### config.mk
export PLATFORM = sky130hd
export DESIGN_NAME = drc_core
export DESIGN_NICKNAME = d
export VERILOG_FILES = /design/src/core/drc_pkg.sv /design/src/core/drc_core.sv /design/src/core/drc_sync3.sv
export SDC_FILE = /design/constraint.sdc
export NUM_CORES = 1
export LEC_CHECK = 0
export CAP_MARGIN = 25
export CORE_UTILIZATION = 64
export CTS_BUF_LIST = sky130_fd_sc_hd__clkbuf_2
export DETAILED_ROUTE_END_ITERATION = 6
export DONT_BUFFER_PORTS = 1
export GPL_ROUTABILITY_DRIVEN = 0
export HOLD_SLACK_MARGIN = 0.05
export PLACE_DENSITY = 0.87
export REMOVE_ABC_BUFFERS = 1
export SYNTH_ARGS = -nofsm -noshare
export SYNTH_HDL_FRONTEND = slang
export SYNTH_HIERARCHICAL = 1
export SYNTH_SLANG_ARGS = --single-unit
export TNS_END_PERCENT = 1
### constraint.sdc
create_clock -name pclk -period 3.9 [get_ports pclk]
set_input_delay 0.78 -clock pclk [delete_from_list [all_inputs] [get_ports pclk]]
set_output_delay 0.78 -clock pclk [all_outputs]
set_load 0.1 [all_outputs]
### src/core/drc_pkg.sv
// Purpose: shared constants, types and states of the dram config core
// Assumes: pclk at 10 MHz, APB register access
// Notes: link pin groups travel as packed structs
package drc_pkg;

  // apb byte offsets
  localparam logic [7:0] DRC_OFF_CR0 = 8'h00;
  localparam logic [7:0] DRC_OFF_CR1 = 8'h04;
  localparam logic [7:0] DRC_OFF_STAT = 8'h08;

  // config_reg_zero fields
  localparam int DRC_CR0_DPD_BIT = 15;
  localparam int DRC_CR0_DRV_LSB = 12;
  localparam int DRC_CR0_LAT_LSB = 4;
  localparam int DRC_CR0_FIX_BIT = 3;
  localparam logic [15:0] DRC_CR0_RESET = 16'h8078;
  localparam logic [15:0] DRC_CR0_WMASK = 16'hF0F8;

  // refresh_and_sleep_config fields
  localparam int DRC_CR1_CLK_BIT = 6;
  localparam int DRC_CR1_SLEEP_BIT = 5;
  localparam int DRC_CR1_PAR_LSB = 2;
  localparam logic [15:0] DRC_CR1_RESET = 16'h0040;
  localparam logic [15:0] DRC_CR1_WMASK = 16'h007C;
  localparam logic [15:0] DRC_CR1_ONES = 16'hFF80;
  localparam logic [15:0] DRC_CR1_SLEEP_MASK = 16'h0020;
  localparam logic [2:0] DRC_PAR_NONE = 3'h4;
  localparam logic [1:0] DRC_INT_4US = 2'h1;
  localparam logic [1:0] DRC_INT_1US = 2'h2;
  localparam logic [1:0] DRC_REFRESH_CODE = 2'h1;

  // latency
  localparam logic [2:0] DRC_LAT_MIN = 3'h3;
  localparam logic [2:0] DRC_LAT_MAX = 3'h7;

  // link framing
  localparam logic [2:0] DRC_CA_LAST = 3'h5;
  localparam logic [2:0] DRC_REG_LAST = 3'h1;
  localparam logic [2:0] DRC_RD_DONE = 3'h2;

  // timing
  localparam int DRC_CLK_NS = 100;
  localparam int DRC_REF_4US_NS = 4000;
  localparam int DRC_REF_1US_NS = 1000;
  localparam int DRC_REF_BUSY_NS = 250;
  localparam int DRC_DPD_IN_NS = 3000;
  localparam logic [5:0] DRC_REF_4US_LAST = 6'(DRC_REF_4US_NS / DRC_CLK_NS - 1);
  localparam logic [5:0] DRC_REF_1US_LAST = 6'(DRC_REF_1US_NS / DRC_CLK_NS - 1);
  localparam logic [2:0] DRC_REF_BUSY_LAST = 3'((DRC_REF_BUSY_NS + DRC_CLK_NS - 1) / DRC_CLK_NS - 1);
  localparam logic [4:0] DRC_DPD_IN_LAST = 5'(DRC_DPD_IN_NS / DRC_CLK_NS - 1);

  // link pins
  localparam int DRC_LINK_W = 12;
  localparam logic [11:0] DRC_LINK_IDLE = 12'h900;

  typedef struct packed {
    logic cs_n;
    logic bus_clock;
    logic complement_clock;
    logic reset_n;
    logic [7:0] dq;
  } drc_link_in_t;

  typedef struct packed {
    logic read_write_strobe;
    logic read_write_strobe_oe_n;
    logic [7:0] dq_out;
    logic dq_oe_n;
  } drc_link_out_t;

  typedef enum logic [2:0] {
    ST_IDLE = 3'b000,
    ST_CA = 3'b001,
    ST_LAT = 3'b010,
    ST_DATA = 3'b011,
    ST_WREG = 3'b100,
    ST_DPD = 3'b101
  } drc_state_t;

endpackage : drc_pkg

### src/core/drc_core.sv
// Purpose: config, latency signalling, refresh and sleep control of a ddr dram
// Assumes: link pins sampled by pclk; host keeps its own link timing
// Notes: memory array data itself is not modelled
// Contract
// - reads, writes and register reads wait an initial latency before data.
// - latency count comes from config_reg_zero bits 7:4, legal 3 to 7.
// - latency field resets to 7 clocks.
// - pending refresh at access start drives strobe high and doubles latency.
// - register writes use zero latency; data follows the address phase directly.
// - strobe level never shifts where register write data is captured.
// - fixed-latency bit set: strobe always high, two latency periods.
// - fixed latency on after reset; cleared, doubling only for refresh.
// - bits 14:12 select driver impedance, reset 000.
// - writing 0 to bit 15 enters deep sleep after entry time; refresh stops.
// - deep sleep watches only select and reset; exits on select low-high pulse.
// - bit 6 of refresh_and_sleep_config selects single-ended or differential clock.
// - single-ended mode ignores the complement clock input entirely.
// - bits 4:2 limit refresh; 100 means no refresh at all.
// - writing 1 to bit 5 enters retention sleep.
// - select low ends retention sleep and clears bit 5; resets end it too.
// - bits 1:0 read-only report refresh interval, 01 4us, 10 1us.
// - refresh spread evenly, deferred until no access is active.
//
// Decided for this implementation: the APB register port and the placing of the registers.
`timescale 1ns/100ps
`default_nettype none
module drc_core import drc_pkg::*; (
  input wire logic pclk,
  input wire logic presetn,
  input wire logic psel,
  input wire logic penable,
  input wire logic pwrite,
  input wire logic [7:0] paddr,
  input wire logic [31:0] pwdata,
  output logic [31:0] prdata,
  output logic pready,
  output logic pslverr,
  input wire drc_link_in_t link_in,
  output var drc_link_out_t link_out,
  output logic [2:0] drive_strength,
  output logic complement_clock_en,
  output logic deep_sleep_state,
  output logic retention_sleep_state
);

  logic [DRC_LINK_W-1:0] sync_q;
  drc_link_in_t ls;

  drc_sync3 u_sync (
    .pclk(pclk),
    .presetn(presetn),
    .d(link_in),
    .q(sync_q)
  );
  assign ls = drc_link_in_t'(sync_q);

  // registers
  logic [15:0] cr0_r;
  logic [15:0] cr0_nxt;
  logic [15:0] cr1_r;
  logic [15:0] cr1_nxt;
  logic [31:0] prdata_r;
  logic clk_prev_r;
  logic cs_prev_r;
  drc_state_t st_r;
  drc_state_t st_nxt;
  logic [2:0] cnt_r;
  logic [2:0] cnt_nxt;
  logic [47:0] ca_r;
  logic [47:0] ca_nxt;
  logic [3:0] lat_cnt_r;
  logic [3:0] lat_cnt_nxt;
  logic [3:0] lat_tgt_r;
  logic [3:0] lat_tgt_nxt;
  logic strobe_hi_r;
  logic strobe_hi_nxt;
  logic is_read_r;
  logic is_read_nxt;
  logic is_reg_r;
  logic is_reg_nxt;
  logic sel_cr1_r;
  logic sel_cr1_nxt;
  logic [7:0] wbuf_r;
  logic [7:0] wbuf_nxt;
  logic lnk_we;
  logic dpd_r;
  logic [4:0] dpd_cnt_r;
  logic ref_pend_r;
  logic ref_busy_r;
  logic [5:0] int_cnt_r;
  logic [2:0] busy_cnt_r;
  logic read_write_strobe_r;
  logic read_write_strobe_oe_n_r;
  logic [7:0] dq_r;
  logic dq_oe_n_r;
  logic read_write_strobe_nxt;
  logic read_write_strobe_oe_n_nxt;
  logic [7:0] dq_nxt;
  logic dq_oe_n_nxt;

  // hardware reset pin acts synchronously after the synchroniser
  wire hw_rst = ~ls.reset_n;

  // clock select: complement clock only looked at in differential mode
  wire clk_se = cr1_r[DRC_CR1_CLK_BIT];
  wire clk_diff_ok = ls.bus_clock != ls.complement_clock;
  wire clk_sel = (clk_se | clk_diff_ok) ? ls.bus_clock : clk_prev_r;
  wire clk_edge = clk_sel ^ clk_prev_r;
  wire clk_rise = clk_sel & ~clk_prev_r;
  wire cs_fall = cs_prev_r & ~ls.cs_n;
  wire cs_rise = ~cs_prev_r & ls.cs_n;

  // latency decode, illegal codes fall back to the longest
  wire [3:0] lat_field = cr0_r[DRC_CR0_LAT_LSB +: 4];
  wire lat_ok = (lat_field >= {1'b0, DRC_LAT_MIN}) && (lat_field <= {1'b0, DRC_LAT_MAX});
  wire [2:0] lat_sel = lat_ok ? lat_field[2:0] : DRC_LAT_MAX;
  wire fix_lat = cr0_r[DRC_CR0_FIX_BIT];

  // address phase decode
  wire [47:0] ca_full = {ca_r[39:0], ls.dq};
  wire ca_read = ca_full[47];
  wire ca_reg = ca_full[46];
  wire ca_cr1 = ca_full[0];
  wire [15:0] lnk_wd = {wbuf_r, ls.dq};

  // register read values
  wire [15:0] cr1_rd = cr1_r | DRC_CR1_ONES | {14'h0000, DRC_REFRESH_CODE};
  wire [15:0] link_rd = sel_cr1_r ? cr1_rd : cr0_r;
  wire in_access = (st_r != ST_IDLE) && (st_r != ST_DPD);
  wire [15:0] stat_rd = {11'h000, in_access, ref_busy_r, ref_pend_r, cr1_r[DRC_CR1_SLEEP_BIT], dpd_r};

  // apb decode
  wire apb_setup = psel & ~penable;
  wire apb_wr = psel & penable & pwrite;
  wire hit_cr0 = paddr == DRC_OFF_CR0;
  wire hit_cr1 = paddr == DRC_OFF_CR1;
  wire hit_stat = paddr == DRC_OFF_STAT;
  wire hit_any = hit_cr0 | hit_cr1 | hit_stat;
  wire [15:0] apb_rd = hit_cr0 ? cr0_r : (hit_cr1 ? cr1_rd : (hit_stat ? stat_rd : 16'h0000));
  wire cr0_apb_we = apb_wr & hit_cr0;
  wire cr1_apb_we = apb_wr & hit_cr1;
  wire cr0_lnk_we = lnk_we & ~sel_cr1_r;
  wire cr1_lnk_we = lnk_we & sel_cr1_r;

  // refresh bookkeeping
  wire ref_need = ~dpd_r & (cr1_r[DRC_CR1_PAR_LSB +: 3] != DRC_PAR_NONE);
  wire [5:0] int_last = (DRC_REFRESH_CODE == DRC_INT_1US) ? DRC_REF_1US_LAST : DRC_REF_4US_LAST;
  wire int_done = ref_need & (int_cnt_r == int_last);
  wire busy_start = ref_pend_r & ~ref_busy_r & ls.cs_n & (st_r == ST_IDLE);
  wire busy_done = ref_busy_r & (busy_cnt_r == DRC_REF_BUSY_LAST);
  wire dpd_enter = ~cr0_r[DRC_CR0_DPD_BIT] & ~dpd_r & (dpd_cnt_r == DRC_DPD_IN_LAST) & ls.cs_n & (st_r == ST_IDLE);
  wire dpd_exit = dpd_r & cs_rise & (st_r == ST_DPD);

  // config register next values; link write, then apb write, then hardware side effects
  always_comb begin
    cr0_nxt = cr0_r;
    if (cr0_lnk_we) begin
      cr0_nxt = lnk_wd & DRC_CR0_WMASK;
    end else if (cr0_apb_we) begin
      cr0_nxt = pwdata[15:0] & DRC_CR0_WMASK;
    end
    if (dpd_exit) begin
      cr0_nxt[DRC_CR0_DPD_BIT] = 1'b1;
    end
    cr1_nxt = cr1_r;
    if (cr1_lnk_we) begin
      cr1_nxt = lnk_wd & DRC_CR1_WMASK;
    end else if (cr1_apb_we) begin
      cr1_nxt = pwdata[15:0] & DRC_CR1_WMASK;
    end
    if (cs_fall) begin
      cr1_nxt = cr1_nxt & ~DRC_CR1_SLEEP_MASK;
    end
  end

  // link transaction sequencing
  always_comb begin
    st_nxt = st_r;
    cnt_nxt = cnt_r;
    ca_nxt = ca_r;
    lat_cnt_nxt = lat_cnt_r;
    lat_tgt_nxt = lat_tgt_r;
    strobe_hi_nxt = strobe_hi_r;
    is_read_nxt = is_read_r;
    is_reg_nxt = is_reg_r;
    sel_cr1_nxt = sel_cr1_r;
    wbuf_nxt = wbuf_r;
    lnk_we = 1'b0;
    unique case (st_r)
      ST_IDLE: begin
        if (dpd_r) begin
          st_nxt = ST_DPD;
        end else if (cs_fall) begin
          st_nxt = ST_CA;
          cnt_nxt = 3'h0;
          strobe_hi_nxt = fix_lat | ref_pend_r;
        end
      end
      ST_CA: begin
        if (ls.cs_n) begin
          st_nxt = ST_IDLE;
        end else if (clk_edge) begin
          ca_nxt = ca_full;
          cnt_nxt = cnt_r + 3'h1;
          if (cnt_r == DRC_CA_LAST) begin
            cnt_nxt = 3'h0;
            lat_cnt_nxt = 4'h0;
            is_read_nxt = ca_read;
            is_reg_nxt = ca_reg;
            sel_cr1_nxt = ca_cr1;
            if (ca_reg & ~ca_read) begin
              st_nxt = ST_WREG;
            end else begin
              lat_tgt_nxt = strobe_hi_r ? {lat_sel, 1'b0} : {1'b0, lat_sel};
              st_nxt = ST_LAT;
            end
          end
        end
      end
      ST_LAT: begin
        if (ls.cs_n) begin
          st_nxt = ST_IDLE;
        end else if (clk_rise) begin
          lat_cnt_nxt = lat_cnt_r + 4'h1;
          if (lat_cnt_r == lat_tgt_r - 4'h1) begin
            st_nxt = ST_DATA;
            cnt_nxt = 3'h0;
          end
        end
      end
      ST_WREG: begin
        if (ls.cs_n) begin
          st_nxt = ST_IDLE;
        end else if (clk_edge) begin
          wbuf_nxt = ls.dq;
          cnt_nxt = cnt_r + 3'h1;
          if (cnt_r == DRC_REG_LAST) begin
            lnk_we = 1'b1;
            st_nxt = ST_DATA;
            cnt_nxt = DRC_RD_DONE;
          end
        end
      end
      ST_DATA: begin
        if (ls.cs_n) begin
          st_nxt = ST_IDLE;
        end else if (clk_edge && cnt_r != DRC_RD_DONE) begin
          cnt_nxt = cnt_r + 3'h1;
        end
      end
      ST_DPD: begin
        if (!dpd_r) begin
          st_nxt = ST_IDLE;
        end
      end
      default: begin
        st_nxt = ST_IDLE;
      end
    endcase
  end

  // pin drive: strobe during address phase, low through read latency, toggling on read data
  wire rd_drive = is_read_nxt & ((st_nxt == ST_LAT) | (st_nxt == ST_DATA));
  wire reg_rd_edge = (st_r == ST_DATA) & clk_edge & is_reg_r & is_read_r;
  always_comb begin
    read_write_strobe_oe_n_nxt = 1'b1;
    read_write_strobe_nxt = 1'b0;
    dq_oe_n_nxt = 1'b1;
    dq_nxt = dq_r;
    if (st_nxt == ST_CA) begin
      read_write_strobe_oe_n_nxt = 1'b0;
      read_write_strobe_nxt = strobe_hi_nxt;
    end else if (rd_drive) begin
      read_write_strobe_oe_n_nxt = 1'b0;
      read_write_strobe_nxt = (st_nxt == ST_DATA) & clk_sel;
    end
    if ((st_nxt == ST_DATA) & is_read_nxt & is_reg_nxt) begin
      dq_oe_n_nxt = 1'b0;
    end
    if (reg_rd_edge) begin
      dq_nxt = (cnt_r == 3'h0) ? link_rd[15:8] : ((cnt_r == 3'h1) ? link_rd[7:0] : 8'h00);
    end
  end

  always_ff @(posedge pclk or negedge presetn) begin
    if (!presetn) begin
      cr0_r <= DRC_CR0_RESET;
      cr1_r <= DRC_CR1_RESET;
    end else if (hw_rst) begin
      cr0_r <= DRC_CR0_RESET;
      cr1_r <= DRC_CR1_RESET;
    end else begin
      cr0_r <= cr0_nxt;
      cr1_r <= cr1_nxt;
    end
  end

  always_ff @(posedge pclk or negedge presetn) begin
    if (!presetn) begin
      prdata_r <= 32'h00000000;
      clk_prev_r <= 1'b0;
      cs_prev_r <= 1'b1;
    end else begin
      clk_prev_r <= clk_sel;
      cs_prev_r <= ls.cs_n;
      if (apb_setup) begin
        prdata_r <= {16'h0000, apb_rd};
      end
    end
  end

  always_ff @(posedge pclk or negedge presetn) begin
    if (!presetn) begin
      st_r <= ST_IDLE;
      cnt_r <= 3'h0;
      ca_r <= 48'h000000000000;
      lat_cnt_r <= 4'h0;
      lat_tgt_r <= 4'h0;
      strobe_hi_r <= 1'b0;
      is_read_r <= 1'b0;
      is_reg_r <= 1'b0;
      sel_cr1_r <= 1'b0;
      wbuf_r <= 8'h00;
    end else if (hw_rst) begin
      st_r <= ST_IDLE;
      cnt_r <= 3'h0;
      is_read_r <= 1'b0;
      is_reg_r <= 1'b0;
    end else begin
      st_r <= st_nxt;
      cnt_r <= cnt_nxt;
      ca_r <= ca_nxt;
      lat_cnt_r <= lat_cnt_nxt;
      lat_tgt_r <= lat_tgt_nxt;
      strobe_hi_r <= strobe_hi_nxt;
      is_read_r <= is_read_nxt;
      is_reg_r <= is_reg_nxt;
      sel_cr1_r <= sel_cr1_nxt;
      wbuf_r <= wbuf_nxt;
    end
  end

  always_ff @(posedge pclk or negedge presetn) begin
    if (!presetn) begin
      read_write_strobe_r <= 1'b0;
      read_write_strobe_oe_n_r <= 1'b1;
      dq_r <= 8'h00;
      dq_oe_n_r <= 1'b1;
    end else if (hw_rst) begin
      read_write_strobe_oe_n_r <= 1'b1;
      dq_oe_n_r <= 1'b1;
    end else begin
      read_write_strobe_r <= read_write_strobe_nxt;
      read_write_strobe_oe_n_r <= read_write_strobe_oe_n_nxt;
      dq_r <= dq_nxt;
      dq_oe_n_r <= dq_oe_n_nxt;
    end
  end

  // refresh timer, pending flag and busy window; set wins over clear
  always_ff @(posedge pclk or negedge presetn) begin
    if (!presetn) begin
      int_cnt_r <= 6'h00;
      ref_pend_r <= 1'b0;
      ref_busy_r <= 1'b0;
      busy_cnt_r <= 3'h0;
    end else if (hw_rst) begin
      int_cnt_r <= 6'h00;
      ref_pend_r <= 1'b0;
      ref_busy_r <= 1'b0;
      busy_cnt_r <= 3'h0;
    end else begin
      int_cnt_r <= (int_done | ~ref_need) ? 6'h00 : int_cnt_r + 6'h01;
      ref_pend_r <= int_done | (ref_pend_r & ~busy_done & ref_need);
      ref_busy_r <= ref_need & (busy_start | (ref_busy_r & ~busy_done));
      busy_cnt_r <= ref_busy_r ? busy_cnt_r + 3'h1 : 3'h0;
    end
  end

  // deep sleep entry delay and exit
  always_ff @(posedge pclk or negedge presetn) begin
    if (!presetn) begin
      dpd_r <= 1'b0;
      dpd_cnt_r <= 5'h00;
    end else if (hw_rst) begin
      dpd_r <= 1'b0;
      dpd_cnt_r <= 5'h00;
    end else begin
      if (dpd_enter) begin
        dpd_r <= 1'b1;
      end else if (dpd_exit) begin
        dpd_r <= 1'b0;
      end
      if (cr0_r[DRC_CR0_DPD_BIT] | dpd_r) begin
        dpd_cnt_r <= 5'h00;
      end else if (dpd_cnt_r != DRC_DPD_IN_LAST) begin
        dpd_cnt_r <= dpd_cnt_r + 5'h01;
      end
    end
  end

  assign prdata = prdata_r;
  assign pready = 1'b1;
  assign pslverr = psel & penable & ~hit_any;
  assign link_out.read_write_strobe = read_write_strobe_r;
  assign link_out.read_write_strobe_oe_n = read_write_strobe_oe_n_r;
  assign link_out.dq_out = dq_r;
  assign link_out.dq_oe_n = dq_oe_n_r;
  assign drive_strength = cr0_r[DRC_CR0_DRV_LSB +: 3];
  assign complement_clock_en = ~clk_se;
  assign deep_sleep_state = dpd_r;
  assign retention_sleep_state = cr1_r[DRC_CR1_SLEEP_BIT];

endmodule : drc_core
`default_nettype wire

### src/core/drc_sync3.sv
// Purpose: three-flop synchroniser for the link pins
// Assumes: pins are asynchronous to pclk
// Notes: output follows once second and third flops agree
`timescale 1ns/100ps
`default_nettype none
module drc_sync3 import drc_pkg::*; (
  input wire logic pclk,
  input wire logic presetn,
  input wire logic [DRC_LINK_W-1:0] d,
  output logic [DRC_LINK_W-1:0] q
);

  logic [DRC_LINK_W-1:0] s1_r;
  logic [DRC_LINK_W-1:0] s2_r;
  logic [DRC_LINK_W-1:0] s3_r;

  genvar i;
  generate
    for (i = 0; i < DRC_LINK_W; i++) begin : g_bit
      always_ff @(posedge pclk or negedge presetn) begin
        if (!presetn) begin
          s1_r[i] <= DRC_LINK_IDLE[i];
          s2_r[i] <= DRC_LINK_IDLE[i];
          s3_r[i] <= DRC_LINK_IDLE[i];
          q[i] <= DRC_LINK_IDLE[i];
        end else begin
          s1_r[i] <= d[i];
          s2_r[i] <= s1_r[i];
          s3_r[i] <= s2_r[i];
          if (s2_r[i] == s3_r[i]) begin
            q[i] <= s3_r[i];
          end
        end
      end
    end
  endgenerate

endmodule : drc_sync3
`default_nettype wire

[Yosys cells after proc, flatten, opt, wreduce, memory -nomap -nowiden]
Index checks and enable logic that the tools add are counted.
Word-level totals
  register bits: 192
  latch bits: 0
  memory bits (writable): 0
  ROM bits: 0
  input port bits: 57
  output and inout bits: 51
  memories: 0
Operators by class
  $add $sub $neg: 6
  multipliers: 0
  div/mod/pow operators: 0
  $lt $le $gt $ge: 2
  eq/ne operators: 55
  shifts and indexed selects: 0
  mux-type cells: 90
  bitwise operators: 59
  reduce and logical (&&, ||, !) cells: 15
Operators by type and width (number)
  2-to-1 mux 16 bit: 9
  2-to-1 mux 3 bit: 32
  != test 3 bit, second input constant: 16
  bitwise AND 1 bit: 35
  2-to-1 mux 1 bit: 31
  2-to-1 mux 4 bit: 6
  2-to-1 mux 5 bit: 4
  2-to-1 mux 6 bit: 3
  case mux 3 bit (6 select lines): 1
  2-to-1 mux 8 bit: 2
  == test 3 x 2 -> 1 bit, second input constant: 5
  case mux 3 bit (5 select lines): 1
  inverter 1 bit: 14
  == test 1 bit: 12
  AND reduction 12 bit: 1
  != test 2 bit, second input constant: 5
  == test 3 x 1 -> 1 bit, second input constant: 3
  == test 3 bit, second input constant: 3
  bitwise OR 1 bit: 9
  == test 8 x 3 -> 1 bit, second input constant: 1
  == test 8 x 4 -> 1 bit, second input constant: 1
  logical NOT 8 bit: 1
  != test 4 bit, second input constant: 2
  case mux 4 bit (2 select lines): 1
  24 further kinds: 29

[Longest topological paths before layout]
  depth in word-level cells: 13
  gate-level depth with buffers: 11

[By module]
The synthesis kept the hierarchy.
By module, submodules not included
  drc_core: instances 1, cells each 514, area each 5019.8 µm²
  drc_sync3: instances 1, cells each 60, area each 1346.3 µm²

[Worst setup path after synthesis]
Ideal clock, no wire load.
  kind: input port to output port
  start: input paddr[2]
  end: output pslverr
  data arrival time: 2.432 ns
  data required time: 3.120 ns
  slack: 0.688 ns
  stages on the path: 3
  path buffers: 1
  cell sequence: clkbuf_1 -> a21oi_1 -> nor2_1
On the way
  word-level cells in the longest chain between the ends: 5
Ends and longest elaborated chain
  start, declared: RTL line drc_core.sv:33  | input wire logic [7:0] paddr,
  == test 8 x 3 -> 1 bit / logical NOT 8 bit (equally long branches): RTL line drc_core.sv:136, drc_core.sv:135
  bitwise OR 1 bit: RTL line drc_core.sv:138  | wire hit_any = hit_cr0 | hit_cr1 | hit_stat;
  bitwise OR 1 bit *: RTL line drc_core.sv:138
  inverter 1 bit *: RTL line drc_core.sv:404  | assign pslverr = psel & penable & ~hit_any;
  bitwise AND 1 bit *: RTL line drc_core.sv:404
  end, declared: RTL line drc_core.sv:37  | output logic pslverr,
Every way passes the cells marked *; elsewhere a longest branch is shown, timed or not.

[Worst setup path after layout]
  start: register cr1_r[6]
  end: register cr0_r[7]
On the way
  word-level cells in the longest chain between the ends: 9
Ends and longest elaborated chain
  start, declared: RTL line drc_core.sv:60  | logic [15:0] cr1_r;
  start signal, assigned: RTL line drc_core.sv:294  | cr1_r <= cr1_nxt;
  bitwise OR 1 bit *: RTL line drc_core.sv:107  | wire clk_sel = (clk_se | clk_diff_ok) ? ls.bus_clock : clk_prev_r;
  2-to-1 mux 1 bit *: RTL line drc_core.sv:107
  named net clk_sel: RTL line drc_core.sv:107
  bitwise XOR 1 bit *: RTL line drc_core.sv:108  | wire clk_edge = clk_sel ^ clk_prev_r;
  2-to-1 mux 1 bit *: RTL line drc_core.sv:234  | end else if (clk_edge) begin
  2-to-1 mux 1 bit *: RTL line drc_core.sv:232  | if (ls.cs_n) begin
  2-to-1 mux 1 bit *: RTL line drc_core.sv:189  | unique case (st_r)
  bitwise AND 1 bit *: RTL line drc_core.sv:142  | wire cr0_lnk_we = lnk_we & ~sel_cr1_r;
  2-to-1 mux 16 bit: RTL line drc_core.sv:157  | if (cr0_lnk_we) begin
  2-to-1 mux 16 bit: RTL line drc_core.sv:289  | end else if (hw_rst) begin
  end signal, assigned: RTL line drc_core.sv:293  | cr0_r <= cr0_nxt;
  end, declared: RTL line drc_core.sv:58  | logic [15:0] cr0_r;
The timed path passes the listed nets; every way through them passes the cells marked *.
A chain may end at the register's enable or synchronous reset.

==> metrics.yaml <==
postLayoutCellArea_sq_um: 6606
critPathKind: "register to register"
p_int_mw: 1.876
clock_path_buffers: 2
power_density_nw_per_um2: 412.4
cp_slowest_stage_delay_ns: 0.61
critPathLaunchType: "register"
drt-vias-per-instance: 6.083
setup_viol: 0
cts_sinks: 133
clk_pin_slew_ns: 0.19
yosysWarnings: 6
track_usage: 0.2706
dieArea_sq_um: 10170
clk_latency_ns: 0.69
rsz0062_at_grt: "false"
power.share.switching: 0.3112
fin_nets: 640
core_area_sq_um: 9371
seq_power_share: 0.584
drc: 0
critPathMaxFanout: 10
max_freq_mhz: 335.0
drt_wl_total_um: 12660
antenna_left: 0
peakVddDrop_mv: 0.3754
drtIter0Drc: 297
setup_ws_ns: 0.9145
grt_pass1_vias: 4261
final_util: 0.7049
setup_tns_ns: 0
wire_per_inst_um: 17.76
grt_pass1_wl_um: 20560
slew_headroom: 0.2636
cts_resized: 0
hold_class: "input pin to register"
syn_inst: 569
grt_max_degree: 134
drive_above_1_share: 0.1764
worst_slew_pin_slew_ns: 1.105
maxSlewViolCount: 0
fp.dieW_um: 100.9
num_rows: 35
diodes: 0
fin_skew_ns: 0.02277
power.leakage_nw: 2.924
htreeDepth: 4
critPathRequiredTime_ns: 4.49
firstDrtPassIters: 5
synth_area_sq_um: 6255
pwr-share-clk: 0.293
antenna_found_initial: 0
cp_slowest_cell: "dfstp_2"
portBuffers: 0
die_y_um: 100.9
power_frac_comb: 0.123
period_needed_ns: 2.985
vias: 4337
finalHoldViolations: 0
end_kind: "register"
cpMostUsedCell: "o21ai_0"
initial_core_util: 0.6674
avgSynthCellArea_sq_um: 10.99
area_growth_pct: 5.621
p_switching_mw: 0.8479
crit_chain: "nor2_1 -> o21ai_0 -> nand2_1 -> ha_1 -> nor4b_4 -> and3_1 -> mux2_2 -> nand3_1 -> o21ai_0"
maxCapViolCount: 0
period_share: 0.7655
cts_buffers: 17
grt_overflow: 0
pin_count: 108
fin_total_pwr_mw: 2.724
dp_slack_ns: 0.9404
placed_area_sq_um: 6228
cts_tree: "built"
postCtsSetupRepairBufs: 0
cp_data_arrival_time_ns: 3.58
root_buffer: "clkbuf_2"
status: "completed"
dp_hpwl_um: 8835
==> routing by layer <==
metal / part of all wire / track usage / up-vias
met1: 0.41 / 0.3236 / 2150
li1: - / - / 1980
met5: 0 / 0 / -
met2: 0.50 / 0.4494 / 179
met3: 0.071 / 0.09223 / 28
met4: 0.020 / 0.1126 / 0
==> area by class of cell <==
cell class / instances / area (sq um)
clock buffers: 20 / 100.1
clock inverters: 12 / 130.1
fillers: 664 / 2765
inverters: 21 / 78.83
multi-input cells: 381 / 2585
flip-flops and latches: 133 / 3353
well taps: 129 / 161.4
repair buffers: 17 / 197.7
==> worst paths after layout <==
check | start | end | slack, ns | depth (start not counted)
worst min-delay path | paddr[3] | prdata[4] | 0.29 | 2
max in group asynchronous | presetn | ca_r[15] | 2.76 | 2
min in group asynchronous | presetn | int_cnt_r[4] | 0.69 | 2
worst max register to register | cr1_r[6] | cr0_r[7] | 0.91 | 9
worst min register to register | u_sync/s1_r[8] | u_sync/s2_r[8] | 0.37 | 0
worst max-delay path | cr1_r[6] | cr0_r[7] | 0.91 | 9
==> timing repair <==
item	in CTS	in global routing
hold buffers	9	4
endpoints found under the setup margin	0	0
endpoints found under the hold margin	140	4
==> power by group through the flow <==
stage          clock network, mW  logic (mW)  registers (mW)
6_report                   0.798       0.336            1.59
5_1_grt                    0.867       0.368            1.60
4_1_cts                    0.814       0.332            1.59
3_5_place_dp                   0       0.295            1.61
3_3_place_gp                   0       0.283            1.61
2_1_floorplan                  0       0.242            1.59
==> cell usage in the layout, fill, tap and decap left out, drive strengths merged, types with 5 or more instances in the layout <==
| cell type | instances |
|---|---|
| buf | 5 |
| o31ai | 11 |
| xnor2 | 7 |
| a21oi | 14 |
| nand3 | 24 |
| xor2 | 5 |
| clkbuf | 20 |
| o21ai | 35 |
| conb | 17 |
| clkinv | 5 |
| dfrtp | 116 |
| nand2b | 9 |
| nor3 | 5 |
| dfstp | 17 |
| nor2 | 49 |
| nor2b | 9 |
| or2 | 5 |
| ha | 12 |
| nand2 | 47 |
| a21o | 5 |
| mux2i | 20 |
| nand4 | 5 |
| a31oi | 7 |
| maj3 | 11 |
| inv | 23 |
| dlygate4sd3 | 12 |
| mux2 | 26 |
==> critical path, delay by kind of cell (launching register included) <==
family / cells / cell delay, ns
and+or+nand+nor: 5 / 1.22
DFF: 1 / 0.61
adders and majority gates: 1 / 0.44
muxes: 1 / 0.41
AOI/OAI and AO/OA: 2 / 0.22
==> flip-flops by register name, summed over array words and instances, names as in the netlist, 3 cells and up <==
register	count
busy_cnt_r	3
ca_r	10
cnt_r	3
cr0_r	9
cr1_r	5
dpd_cnt_r	5
dq_r	8
int_cnt_r	6
lat_cnt_r	4
lat_tgt_r	4
prdata	13
st_r	3
u_sync/q	11
u_sync/s1_r	11
u_sync/s2_r	11
u_sync/s3_r	11
wbuf_r	4
==> through the flow <==
step,hold WS (ns),instances
2_1_floorplan,0.3312,535
3_3_place_gp,0.3323,667
3_5_place_dp,0.3347,668
4_1_cts,0.05252,709
5_1_grt,0.2292,713
6_report,0.2859,713
Power figures use the tool's default switching activity.
